--- config.mk ---
export PLATFORM = sky130hd
export DESIGN_NAME = dbe_debug_ctrl
export DESIGN_NICKNAME = d
export VERILOG_FILES = /design/src/rtl/dbe_pkg.sv /design/src/rtl/dbe_debug_ctrl.sv /design/src/rtl/dbe_sync2.sv /design/src/rtl/dbe_tap_ctrl.sv
export SDC_FILE = /design/constraint.sdc
export NUM_CORES = 1
export LEC_CHECK = 0
export BUFFER_PORTS_ARGS = -buffer_cell sky130_fd_sc_hd__clkbuf_2
export CAP_MARGIN = 0
export CORE_ASPECT_RATIO = 1.2
export CORE_UTILIZATION = 47
export CTS_CLUSTER_DIAMETER = 100
export DETAILED_ROUTE_END_ITERATION = 8
export GPL_TIMING_DRIVEN = 0
export PLACE_DENSITY = 0.86
export SYNTH_ARGS = -nofsm -noshare
export SYNTH_HDL_FRONTEND = slang
export SYNTH_SLANG_ARGS = --single-unit
export TNS_END_PERCENT = 1
--- constraint.sdc ---
create_clock -name core_clk -period 1.8 [get_ports core_clk]
set_input_delay 0.18 -clock core_clk [delete_from_list [all_inputs] [get_ports core_clk]]
set_output_delay 0.18 -clock core_clk [all_outputs]
set_load 0.01 [all_outputs]
--- src/rtl/dbe_pkg.sv ---
// Constants and types for the debug entry and test port control block
// What this block does
// - Prefetch abort on a breakpointed instruction wins; the breakpoint is dropped.
// - Breakpoint beats the software interrupt or undefined instruction exception.
// - Interrupt with breakpoint at a boundary: take interrupt, discard the instruction.
// - Debug entry blocks interrupts at once, leaving status register mask bits alone.
// - After a watchpoint, the following instruction finishes before debug entry.
// - Single-cycle instruction after a watchpoint delays debug entry exactly one cycle.
// - Instruction in execute at watchpoint entry is cancelled with no state update.
// - Watchpoint entry leaves the PC twenty bytes past the next unexecuted instruction.
// - Watchpoint with abort or pending interrupt: exception entry first, then debug.
// - Internal and external debug requests are synchronised to the core clock.
// - A synchronised debug request beats any pending interrupt.
// - Debug request stops issue; debug entry waits for the execute instruction.
// - In debug both memory interfaces show internal, non-accessing cycles.
// - In debug abort and interrupt inputs are ignored.
// - Request and sequential outputs stay synchronous to the core clock in debug.
// - Three internal scan chains 0 to 2, plus optional external chain 3.
// - Chain select addresses 32 chains, 0 to 15 internal, five-bit output.
// - The test port state number is output on four bits.
// - Test reset low resets the test port controller without any test clock.
// - Test reset selects system mode and loads the identification instruction.
// - External breakpoint input is ORed with the internal breakpoint.
// - Instruction register is four bits, no parity, captures 0001.
package dbe_pkg;
  localparam logic [31:0] WP_PC_OFFSET   = 32'h0000_0014;
  localparam int          IR_W           = 4;
  localparam int          SCAN_W         = 5;
  localparam logic [3:0]  IR_CAPTURE     = 4'h1;
  localparam logic [3:0]  IR_IDCODE      = 4'hE;
  localparam logic [3:0]  IR_SCAN_N      = 4'h2;
  localparam logic [3:0]  IR_EXTEST      = 4'h0;
  localparam logic [3:0]  IR_INTEST      = 4'hC;
  localparam logic [4:0]  SCAN_RESET_SEL = 5'h03;
  localparam logic [4:0]  SCAN_CAPTURE   = 5'h10;
  localparam logic [4:0]  SCAN_LAST_CORE = 5'h02;
  localparam logic [4:0]  SCAN_BOUNDARY  = 5'h03;
  localparam logic [4:0]  SCAN_LAST_RSVD = 5'h0F;

  typedef enum logic [2:0] {
    ST_RUN      = 3'b000,
    ST_DRQ_WAIT = 3'b001,
    ST_WP_NEXT  = 3'b010,
    ST_WP_ONE   = 3'b011,
    ST_WP_DONE  = 3'b100,
    ST_WP_EXC   = 3'b101,
    ST_DEBUG    = 3'b110
  } dbe_core_st_t;

  typedef enum logic [3:0] {
    TAP_EXIT2_DR  = 4'b0000,
    TAP_EXIT1_DR  = 4'b0001,
    TAP_SHIFT_DR  = 4'b0010,
    TAP_PAUSE_DR  = 4'b0011,
    TAP_SELECT_IR = 4'b0100,
    TAP_UPDATE_DR = 4'b0101,
    TAP_CAPT_DR   = 4'b0110,
    TAP_SELECT_DR = 4'b0111,
    TAP_EXIT2_IR  = 4'b1000,
    TAP_EXIT1_IR  = 4'b1001,
    TAP_SHIFT_IR  = 4'b1010,
    TAP_PAUSE_IR  = 4'b1011,
    TAP_IDLE      = 4'b1100,
    TAP_UPDATE_IR = 4'b1101,
    TAP_CAPT_IR   = 4'b1110,
    TAP_RESET     = 4'b1111
  } dbe_tap_st_t;
endpackage

--- src/rtl/dbe_debug_ctrl.sv ---
// Debug entry arbitration, debug-state isolation and test port top
`timescale 1ns/10ps
`default_nettype none
module dbe_debug_ctrl
  import dbe_pkg::*;
#(
  parameter bit EXT_BSCAN_EN = 1'b1
) (
  input  wire logic        core_clk,
  input  wire logic        rst,
  input  wire logic        ex_valid,
  input  wire logic        ex_bkpt,
  input  wire logic        external_breakpoint_in,
  input  wire logic        ex_prefetch_abort,
  input  wire logic        software_interrupt_instruction,
  input  wire logic        ex_undefined,
  input  wire logic        ex_single_cycle,
  input  wire logic        ex_done,
  input  wire logic        normal_interrupt,
  input  wire logic        fast_interrupt,
  input  wire logic        watchpoint,
  input  wire logic        data_abort,
  input  wire logic        exc_entry_done,
  input  wire logic        ice_debug_request,
  input  wire logic        external_debug_request,
  input  wire logic        debug_restart,
  input  wire logic [31:0] next_pc,
  input  wire logic        pipe_imreq_n,
  input  wire logic        pipe_instr_sequential,
  input  wire logic        pipe_dmreq_n,
  input  wire logic        pipe_data_sequential,
  input  wire logic        tck,
  input  wire logic        tms,
  input  wire logic        tdi,
  input  wire logic        trst_n,
  output logic             take_prefetch_abort,
  output logic             take_data_abort,
  output logic             take_swi,
  output logic             take_undefined,
  output logic             take_irq,
  output logic             take_fiq,
  output logic             ex_discard,
  output logic             ex_cancel,
  output logic             issue_hold,
  output logic             int_blocked,
  output logic             debug_acknowledge,
  output logic [31:0]      debug_pc,
  output logic             instr_mem_request_n,
  output logic             instr_sequential,
  output logic             data_mem_request_n,
  output logic             data_sequential,
  output logic [3:0]       tap_state_out,
  output logic [IR_W-1:0]  tap_ir_out,
  output logic [SCAN_W-1:0] scan_chain_select_out,
  output logic             scan_chain_internal,
  output logic             scan_chain_present,
  output logic             system_mode,
  output logic             tdo,
  output logic             tdo_oe_n
);
  logic [1:0]   drq_s;
  logic [2:0]   tap_s;
  logic         drq_any;
  logic         bkpt_any;
  logic         int_req;
  logic         in_dbg_next;
  dbe_core_st_t st_ff;
  dbe_core_st_t nxt_st;
  logic         nxt_pabort;
  logic         nxt_dabort;
  logic         nxt_swi;
  logic         nxt_undef;
  logic         nxt_irq;
  logic         nxt_fiq;
  logic         nxt_discard;
  logic         nxt_cancel;
  logic         wp_entry;

  // Both request sources cross in; the comparator unit may run off core clock
  dbe_sync2 #(
    .W (2)
  ) u_drq_sync (
    .core_clk (core_clk),
    .rst      (rst),
    .d        ({ice_debug_request, external_debug_request}),
    .q        (drq_s)
  );

  dbe_sync2 #(
    .W (3)
  ) u_tap_sync (
    .core_clk (core_clk),
    .rst      (rst),
    .d        ({tck, tms, tdi}),
    .q        (tap_s)
  );

  dbe_tap_ctrl u_tap (
    .core_clk              (core_clk),
    .rst                   (rst),
    .trst_n                (trst_n),
    .tck_s                 (tap_s[2]),
    .tms_s                 (tap_s[1]),
    .tdi_s                 (tap_s[0]),
    .tap_state_out         (tap_state_out),
    .tap_ir_out            (tap_ir_out),
    .scan_chain_select_out (scan_chain_select_out),
    .system_mode           (system_mode),
    .tdo                   (tdo),
    .tdo_oe_n              (tdo_oe_n)
  );

  assign scan_chain_internal = scan_chain_select_out <= SCAN_LAST_RSVD;
  assign scan_chain_present  = (scan_chain_select_out <= SCAN_LAST_CORE) ||
                               (EXT_BSCAN_EN && scan_chain_select_out == SCAN_BOUNDARY);

  assign drq_any  = |drq_s;
  assign bkpt_any = ex_bkpt | external_breakpoint_in;
  // Mask bits in the status register are left alone; blocking is local
  assign int_blocked = (st_ff == ST_DEBUG) || (st_ff == ST_DRQ_WAIT);
  assign int_req     = (normal_interrupt | fast_interrupt) & ~int_blocked;
  assign issue_hold  = (st_ff == ST_DRQ_WAIT) || (st_ff == ST_DEBUG);
  assign in_dbg_next = nxt_st == ST_DEBUG;
  assign wp_entry    = in_dbg_next && ((st_ff == ST_WP_ONE) || (st_ff == ST_WP_DONE));

  always_comb begin
    nxt_st      = st_ff;
    nxt_pabort  = 1'b0;
    nxt_dabort  = 1'b0;
    nxt_swi     = 1'b0;
    nxt_undef   = 1'b0;
    nxt_irq     = 1'b0;
    nxt_fiq     = 1'b0;
    nxt_discard = 1'b0;
    nxt_cancel  = 1'b0;
    case (st_ff)
      ST_RUN: begin
        if (drq_any) begin
          nxt_st = ST_DRQ_WAIT;
        end else if (watchpoint) begin
          if (data_abort || int_req) begin
            nxt_st     = ST_WP_EXC;
            nxt_dabort = data_abort;
            nxt_fiq    = !data_abort && fast_interrupt;
            nxt_irq    = !data_abort && !fast_interrupt && normal_interrupt;
          end else begin
            nxt_st = ST_WP_NEXT;
          end
        end else if (ex_valid) begin
          if (ex_prefetch_abort) begin
            nxt_pabort = 1'b1;
          end else if (int_req) begin
            nxt_fiq     = fast_interrupt;
            nxt_irq     = !fast_interrupt;
            nxt_discard = bkpt_any;
          end else if (bkpt_any) begin
            nxt_st     = ST_DEBUG;
            nxt_cancel = 1'b1;
          end else begin
            nxt_swi   = software_interrupt_instruction;
            nxt_undef = !software_interrupt_instruction && ex_undefined;
          end
        end
      end
      ST_DRQ_WAIT: begin
        if (ex_done) nxt_st = ST_DEBUG;
      end
      ST_WP_NEXT: begin
        if (ex_valid) nxt_st = ex_single_cycle ? ST_WP_ONE : ST_WP_DONE;
      end
      ST_WP_ONE: begin
        nxt_st     = ST_DEBUG;
        nxt_cancel = 1'b1;
      end
      ST_WP_DONE: begin
        if (ex_done) begin
          nxt_st     = ST_DEBUG;
          nxt_cancel = 1'b1;
        end
      end
      ST_WP_EXC: begin
        if (exc_entry_done) nxt_st = ST_DEBUG;
      end
      ST_DEBUG: begin
        if (debug_restart) nxt_st = ST_RUN;
      end
      default: nxt_st = ST_RUN;
    endcase
  end

  always_ff @(posedge core_clk or posedge rst) begin
    if (rst) begin
      st_ff             <= ST_RUN;
      debug_acknowledge <= 1'b0;
    end else begin
      st_ff             <= nxt_st;
      debug_acknowledge <= in_dbg_next;
    end
  end

  always_ff @(posedge core_clk or posedge rst) begin
    if (rst) begin
      take_prefetch_abort <= 1'b0;
      take_data_abort     <= 1'b0;
      take_swi            <= 1'b0;
      take_undefined      <= 1'b0;
      take_irq            <= 1'b0;
      take_fiq            <= 1'b0;
      ex_discard          <= 1'b0;
      ex_cancel           <= 1'b0;
    end else begin
      take_prefetch_abort <= nxt_pabort;
      take_data_abort     <= nxt_dabort;
      take_swi            <= nxt_swi;
      take_undefined      <= nxt_undef;
      take_irq            <= nxt_irq;
      take_fiq            <= nxt_fiq;
      ex_discard          <= nxt_discard;
      ex_cancel           <= nxt_cancel;
    end
  end

  // Resume needs a subtract of twenty to land on the cancelled instruction
  always_ff @(posedge core_clk or posedge rst) begin
    if (rst) begin
      debug_pc <= '0;
    end else if (wp_entry) begin
      debug_pc <= next_pc + WP_PC_OFFSET;
    end
  end

  // Registered so the memory system sees clean idle cycles while addresses wander
  always_ff @(posedge core_clk or posedge rst) begin
    if (rst) begin
      instr_mem_request_n <= 1'b1;
      instr_sequential    <= 1'b0;
      data_mem_request_n  <= 1'b1;
      data_sequential     <= 1'b0;
    end else if (in_dbg_next) begin
      instr_mem_request_n <= 1'b1;
      instr_sequential    <= 1'b0;
      data_mem_request_n  <= 1'b1;
      data_sequential     <= 1'b0;
    end else begin
      instr_mem_request_n <= pipe_imreq_n;
      instr_sequential    <= pipe_instr_sequential;
      data_mem_request_n  <= pipe_dmreq_n;
      data_sequential     <= pipe_data_sequential;
    end
  end
endmodule
`default_nettype wire

--- src/rtl/dbe_sync2.sv ---
// Two-flop synchroniser for pins from outside the core clock domain
`timescale 1ns/10ps
`default_nettype none
module dbe_sync2 #(
  parameter int W = 1
) (
  input  wire logic         core_clk,
  input  wire logic         rst,
  input  wire logic [W-1:0] d,
  output logic      [W-1:0] q
);
  logic [W-1:0] meta_ff;

  always_ff @(posedge core_clk or posedge rst) begin
    if (rst) begin
      meta_ff <= '0;
      q       <= '0;
    end else begin
      meta_ff <= d;
      q       <= meta_ff;
    end
  end
endmodule
`default_nettype wire

--- src/rtl/dbe_tap_ctrl.sv ---
// Test port state machine, instruction and scan chain select registers
`timescale 1ns/10ps
`default_nettype none
module dbe_tap_ctrl
  import dbe_pkg::*;
(
  input  wire logic        core_clk,
  input  wire logic        rst,
  input  wire logic        trst_n,
  input  wire logic        tck_s,
  input  wire logic        tms_s,
  input  wire logic        tdi_s,
  output logic [3:0]       tap_state_out,
  output logic [IR_W-1:0]  tap_ir_out,
  output logic [SCAN_W-1:0] scan_chain_select_out,
  output logic             system_mode,
  output logic             tdo,
  output logic             tdo_oe_n
);
  // Test reset acts without any clock; release is not synchronised
  logic                 tap_arst;
  logic                 tck_d_ff;
  logic                 tck_rise;
  logic                 tck_fall;
  dbe_tap_st_t          st_ff;
  dbe_tap_st_t          nxt_st;
  logic [IR_W-1:0]      ir_sh_ff;
  logic [SCAN_W-1:0]    scan_sh_ff;

  assign tap_arst = rst | ~trst_n;
  assign tck_rise = tck_s & ~tck_d_ff;
  assign tck_fall = ~tck_s & tck_d_ff;
  assign tap_state_out = st_ff;

  always_comb begin
    case (st_ff)
      TAP_RESET:     nxt_st = tms_s ? TAP_RESET : TAP_IDLE;
      TAP_IDLE:      nxt_st = tms_s ? TAP_SELECT_DR : TAP_IDLE;
      TAP_SELECT_DR: nxt_st = tms_s ? TAP_SELECT_IR : TAP_CAPT_DR;
      TAP_CAPT_DR:   nxt_st = tms_s ? TAP_EXIT1_DR : TAP_SHIFT_DR;
      TAP_SHIFT_DR:  nxt_st = tms_s ? TAP_EXIT1_DR : TAP_SHIFT_DR;
      TAP_EXIT1_DR:  nxt_st = tms_s ? TAP_UPDATE_DR : TAP_PAUSE_DR;
      TAP_PAUSE_DR:  nxt_st = tms_s ? TAP_EXIT2_DR : TAP_PAUSE_DR;
      TAP_EXIT2_DR:  nxt_st = tms_s ? TAP_UPDATE_DR : TAP_SHIFT_DR;
      TAP_UPDATE_DR: nxt_st = tms_s ? TAP_SELECT_DR : TAP_IDLE;
      TAP_SELECT_IR: nxt_st = tms_s ? TAP_RESET : TAP_CAPT_IR;
      TAP_CAPT_IR:   nxt_st = tms_s ? TAP_EXIT1_IR : TAP_SHIFT_IR;
      TAP_SHIFT_IR:  nxt_st = tms_s ? TAP_EXIT1_IR : TAP_SHIFT_IR;
      TAP_EXIT1_IR:  nxt_st = tms_s ? TAP_UPDATE_IR : TAP_PAUSE_IR;
      TAP_PAUSE_IR:  nxt_st = tms_s ? TAP_EXIT2_IR : TAP_PAUSE_IR;
      TAP_EXIT2_IR:  nxt_st = tms_s ? TAP_UPDATE_IR : TAP_SHIFT_IR;
      TAP_UPDATE_IR: nxt_st = tms_s ? TAP_SELECT_DR : TAP_IDLE;
      default:       nxt_st = TAP_RESET;
    endcase
  end

  always_ff @(posedge core_clk or posedge tap_arst) begin
    if (tap_arst) begin
      tck_d_ff <= 1'b0;
      st_ff    <= TAP_RESET;
    end else begin
      tck_d_ff <= tck_s;
      if (tck_rise) st_ff <= nxt_st;
    end
  end

  always_ff @(posedge core_clk or posedge tap_arst) begin
    if (tap_arst) begin
      ir_sh_ff    <= IR_CAPTURE;
      tap_ir_out  <= IR_IDCODE;
      system_mode <= 1'b1;
    end else if (tck_rise) begin
      if (st_ff == TAP_RESET) begin
        tap_ir_out  <= IR_IDCODE;
        system_mode <= 1'b1;
      end
      if (st_ff == TAP_CAPT_IR) ir_sh_ff <= IR_CAPTURE;
      if (st_ff == TAP_SHIFT_IR) ir_sh_ff <= {tdi_s, ir_sh_ff[IR_W-1:1]};
      if (st_ff == TAP_UPDATE_IR) begin
        tap_ir_out  <= ir_sh_ff;
        system_mode <= (ir_sh_ff != IR_EXTEST) && (ir_sh_ff != IR_INTEST);
      end
    end
  end

  // Chain select survives leaving the select instruction, as intended
  always_ff @(posedge core_clk or posedge tap_arst) begin
    if (tap_arst) begin
      scan_sh_ff            <= SCAN_CAPTURE;
      scan_chain_select_out <= SCAN_RESET_SEL;
    end else if (tck_rise && tap_ir_out == IR_SCAN_N) begin
      if (st_ff == TAP_CAPT_DR) scan_sh_ff <= SCAN_CAPTURE;
      if (st_ff == TAP_SHIFT_DR) scan_sh_ff <= {tdi_s, scan_sh_ff[SCAN_W-1:1]};
      if (st_ff == TAP_UPDATE_DR) scan_chain_select_out <= scan_sh_ff;
    end
  end

  always_ff @(posedge core_clk or posedge tap_arst) begin
    if (tap_arst) begin
      tdo      <= 1'b0;
      tdo_oe_n <= 1'b1;
    end else if (tck_fall) begin
      tdo_oe_n <= !((st_ff == TAP_SHIFT_IR) || (st_ff == TAP_SHIFT_DR));
      if (st_ff == TAP_SHIFT_IR) tdo <= ir_sh_ff[0];
      else if (st_ff == TAP_SHIFT_DR && tap_ir_out == IR_SCAN_N) tdo <= scan_sh_ff[0];
      else tdo <= 1'b0;
    end
  end
endmodule
`default_nettype wire

==> impl_metrics.yaml <==
status:
  outcome: "finished with violations"
  failed_checks: "negative setup slack"
setup_path:
  worst_path_largest_cell_delay_ps: 360
  crit_slowest_cell: "dfrtp_1"
  crit_fanout: 10
  crit_arrival_ps: 2110
  r2r_slack_ps: -70
  worstSetupPathType: "flip-flop to flip-flop"
  ff2ff_path_depth: 7
  worstPathRequired_ps: 2040
  rr_endpoint: "debug_pc[0]$_DFFE_PP0P_"
  timing.rr.start: "st_ff[0]$_DFF_PP0_"
  timing.critical_path.cells: "buf_4, and4b_1, a31oi_2, o221ai_4, nand2_2, buf_6, mux2_4"
  end_kind: "flip-flop"
  worstSetupStartpointType: "flip-flop"
detailed_routing:
  antenna_left: 0
  drt_first_pass_iters: 4
  via_count: 3323
  post-route-drc-count: 0
  wl_per_cell_um: 14.7
  drt_iter0_drc: 119
  via_per_inst: 5.21
  wirelength_mm: 9.40
synthesis:
  yosys.area.top_type_share_pct: 41.7
  muxShareOfSynthArea_pct: 12.6
  synth_cell_type_count: 54
  synth_top_family_by_area: "simple AND/OR/NAND/NOR gates"
  ys_top_cells_by_area: "dfrtp_1 42%, mux2_4 10%, dfstp_2 9.5%, xnor2_1 5.1%, o21ai_0 2.5%"
  syn-mean-instance-area_um2: 11.3
  synth_ff_type: "dfrtp_1"
  synthSimpleGateAreaFrac_pct: 17.7
  syn_inst: 368
  synthArstFlopShare_pct: 100
  synthTopCellsByCount: "69 x dfrtp_1, 28 x mux2_4, 24 x nand2_1, 24 x xnor2_1, 21 x o21ai_0"
  synth_edf_count: 0
  ys_seq_elements: 84
  yosysMostFrequentCell: "dfrtp_1"
  yosysTopAreaCell: "dfrtp_1"
  yosysWarnings: 0
  synthAdderAreaFrac_pct: 0.302
  synth_compound_area_share_pct: 7.85
  synth-seq-area-share_pct: 51.2
  syn_nets: 427
  synth_area_um2: 4150
  synthXorXnorAreaFrac_pct: 6.13
min_path:
  min_path_cells: 2
  hp-class: "input pin to flip-flop"
  worst_hold_startpoint: "software_interrupt_instruction"
  min_to: "take_undefined$_DFF_PP0_"
global_routing:
  antenna_found_initial: 0
  first_global_vias: 3271
  grt_usage_pct: 21.1
  grt_max_degree: 45
  grt_pass1_wl_mm: 15.0
  grt_overflow_total: 0
place:
  gp_congestion: 0.940
  post-place-ws_ps: -111
  post-dp-hpwl_mm: 6.90
  place_area_um2: 4940
  port_buffers: 122
floorplan:
  die_w_um: 87.7
  start_util_pct: 48.4
  coreArea_um2: 8560
  rows: 37
  die_area_um2: 9200
  top_level_ports: 123
  die_y_um: 105
clocking:
  cts_tree: "yes"
  clockRootBuffer: "clkbuf_8"
  cts_buffers: 9
  htreeDepth: 3
  clk_pin_slew_worst_paths_ps: 80
  clk_path_buf_depth: 2
  cts.sinks: 84
  clk_latency_ps: 350
sta:
  clock.fmax_ghz: 0.534
  min_period_ps: 1870
  slew_violations: 0
  rsz0062_at_grt: "yes"
  max_slew_margin_pct: 61.7
  hold_viol_final: 0
  skew_ps: 8.38
  timing.final.ws_setup_ps: -71.5
  holdWs_ps: 11.5
  period_share_pct: 104
  worst_slew_pin_slew_ps: 572
  finalSetupViolCount: 34
finish:
  final_area_um2: 5360
  fin_nets: 575
  drive_gt1_share_pct: 44.3
  diodes: 0
  syn_to_final_growth_pct: 29.3
pwr:
  power.density_nw_per_um2: 1470
  power.total_w: 0.00785
  ir_drop_mv: 0.850
  p_leak_nw: 2.61
job:
  max_cap_viol_count: 0
-- worst max-delay path, delay by kind of cell, from the launching register on --
family	cells	cell delay (ps)
flops	1	360
compound gates	2	360
mux	1	310
buf+inv	2	370
simple gates	2	340
-- registers in the layout (all words and copies together), names as in the netlist, 2 cells and up --
signal	count
u_tap.tap_state_out	4
u_tap_sync.q	3
u_tap.tap_ir_out	4
u_tap_sync.meta_ff	3
st_ff	3
u_tap.scan_chain_select_out	5
u_drq_sync.meta_ff	2
debug_pc	32
u_drq_sync.q	2
u_tap.ir_sh_ff	4
u_tap.scan_sh_ff	5
-- cell usage in the layout, fill, tap and decap left out, types with 11 or more instances in the layout --
cell / netlist / layout
clkbuf_8: 0 / 11
nand3_1: 17 / 15
dfstp_2: 15 / 15
nor2_1: 18 / 18
o21ai_0: 21 / 20
dfrtp_1: 69 / 69
clkbuf_2: 0 / 124
mux2_4: 28 / 28
xnor2_1: 24 / 24
nand2_1: 24 / 24
inv_1: 16 / 15
-- where the power goes --
group | switching [W] | internal, W
clock | 0.000630 | 0.000717
sequential | 0.000407 | 0.00260
combinational | 0.00166 | 0.00184
-- metal layers --
| layer | up-vias | wire length, um | GRT usage [%] |
|---|---|---|---|
| li1 | 1590 | - | - |
| met1 | 1618 | 3810 | 25.3 |
| met2 | 96 | 4860 | 35.2 |
| met3 | 19 | 501 | 5.69 |
| met4 | 0 | 229 | 8.90 |
| met5 | - | 0 | 0 |
-- stage by stage --
step           util, %  TNS [ps]  std cells
2_1_floorplan        -         0        368
6_report          62.6     -1780        638
5_1_grt           62.6     -4790        638
3_5_place_dp      57.7     -2540        609
3_3_place_gp      57.2    -34270        607
4_1_cts           61.5     -46.4        635
-- worst max-delay path by stage --
stage | endpoint | startpoint | slack (ps)
after detailed placement | debug_pc[16]$_DFFE_PP0P_ | next_pc[2] | -110
after floorplan | debug_pc[10]$_DFFE_PP0P_ | st_ff[0]$_DFF_PP0_ | 110
after global placement | debug_pc[2]$_DFFE_PP0P_ | rst | -480
after global routing | debug_pc[0]$_DFFE_PP0P_ | st_ff[0]$_DFF_PP0_ | -170
final | debug_pc[0]$_DFFE_PP0P_ | st_ff[0]$_DFF_PP0_ | -70
after CTS | issue_hold | st_ff[1]$_DFF_PP0_ | -30
-- final cells by class --
type | instances | area [um^2]
Buffer | 19 | 126
Clock buffer | 14 | 163
Clock inverter | 2 | 35.0
Fill cell | 699 | 3200
Inverter | 16 | 60.1
Multi-Input combinational cell | 249 | 1950
Sequential cell | 84 | 2120
Tap cell | 117 | 146
Timing Repair Buffer | 137 | 761
-- timing repair --
action	in CTS	in global routing
resized for setup	8	17
setup buffers	3	3
hold buffers	7	0
cloned	0	0
endpoints found under the setup margin	40	47
endpoints found under the hold margin	22	0
pin swaps	4	9
-- cell families after synthesis --
group / Yosys count
and+or+nand+nor: 131
DFF: 84
AOI/OAI and AO/OA: 51
muxes: 37
buffers and inverters: 35
xor gates and xnor gates: 29
adders and majority gates: 1
Note: power is estimated with default switching activity, not from simulation.
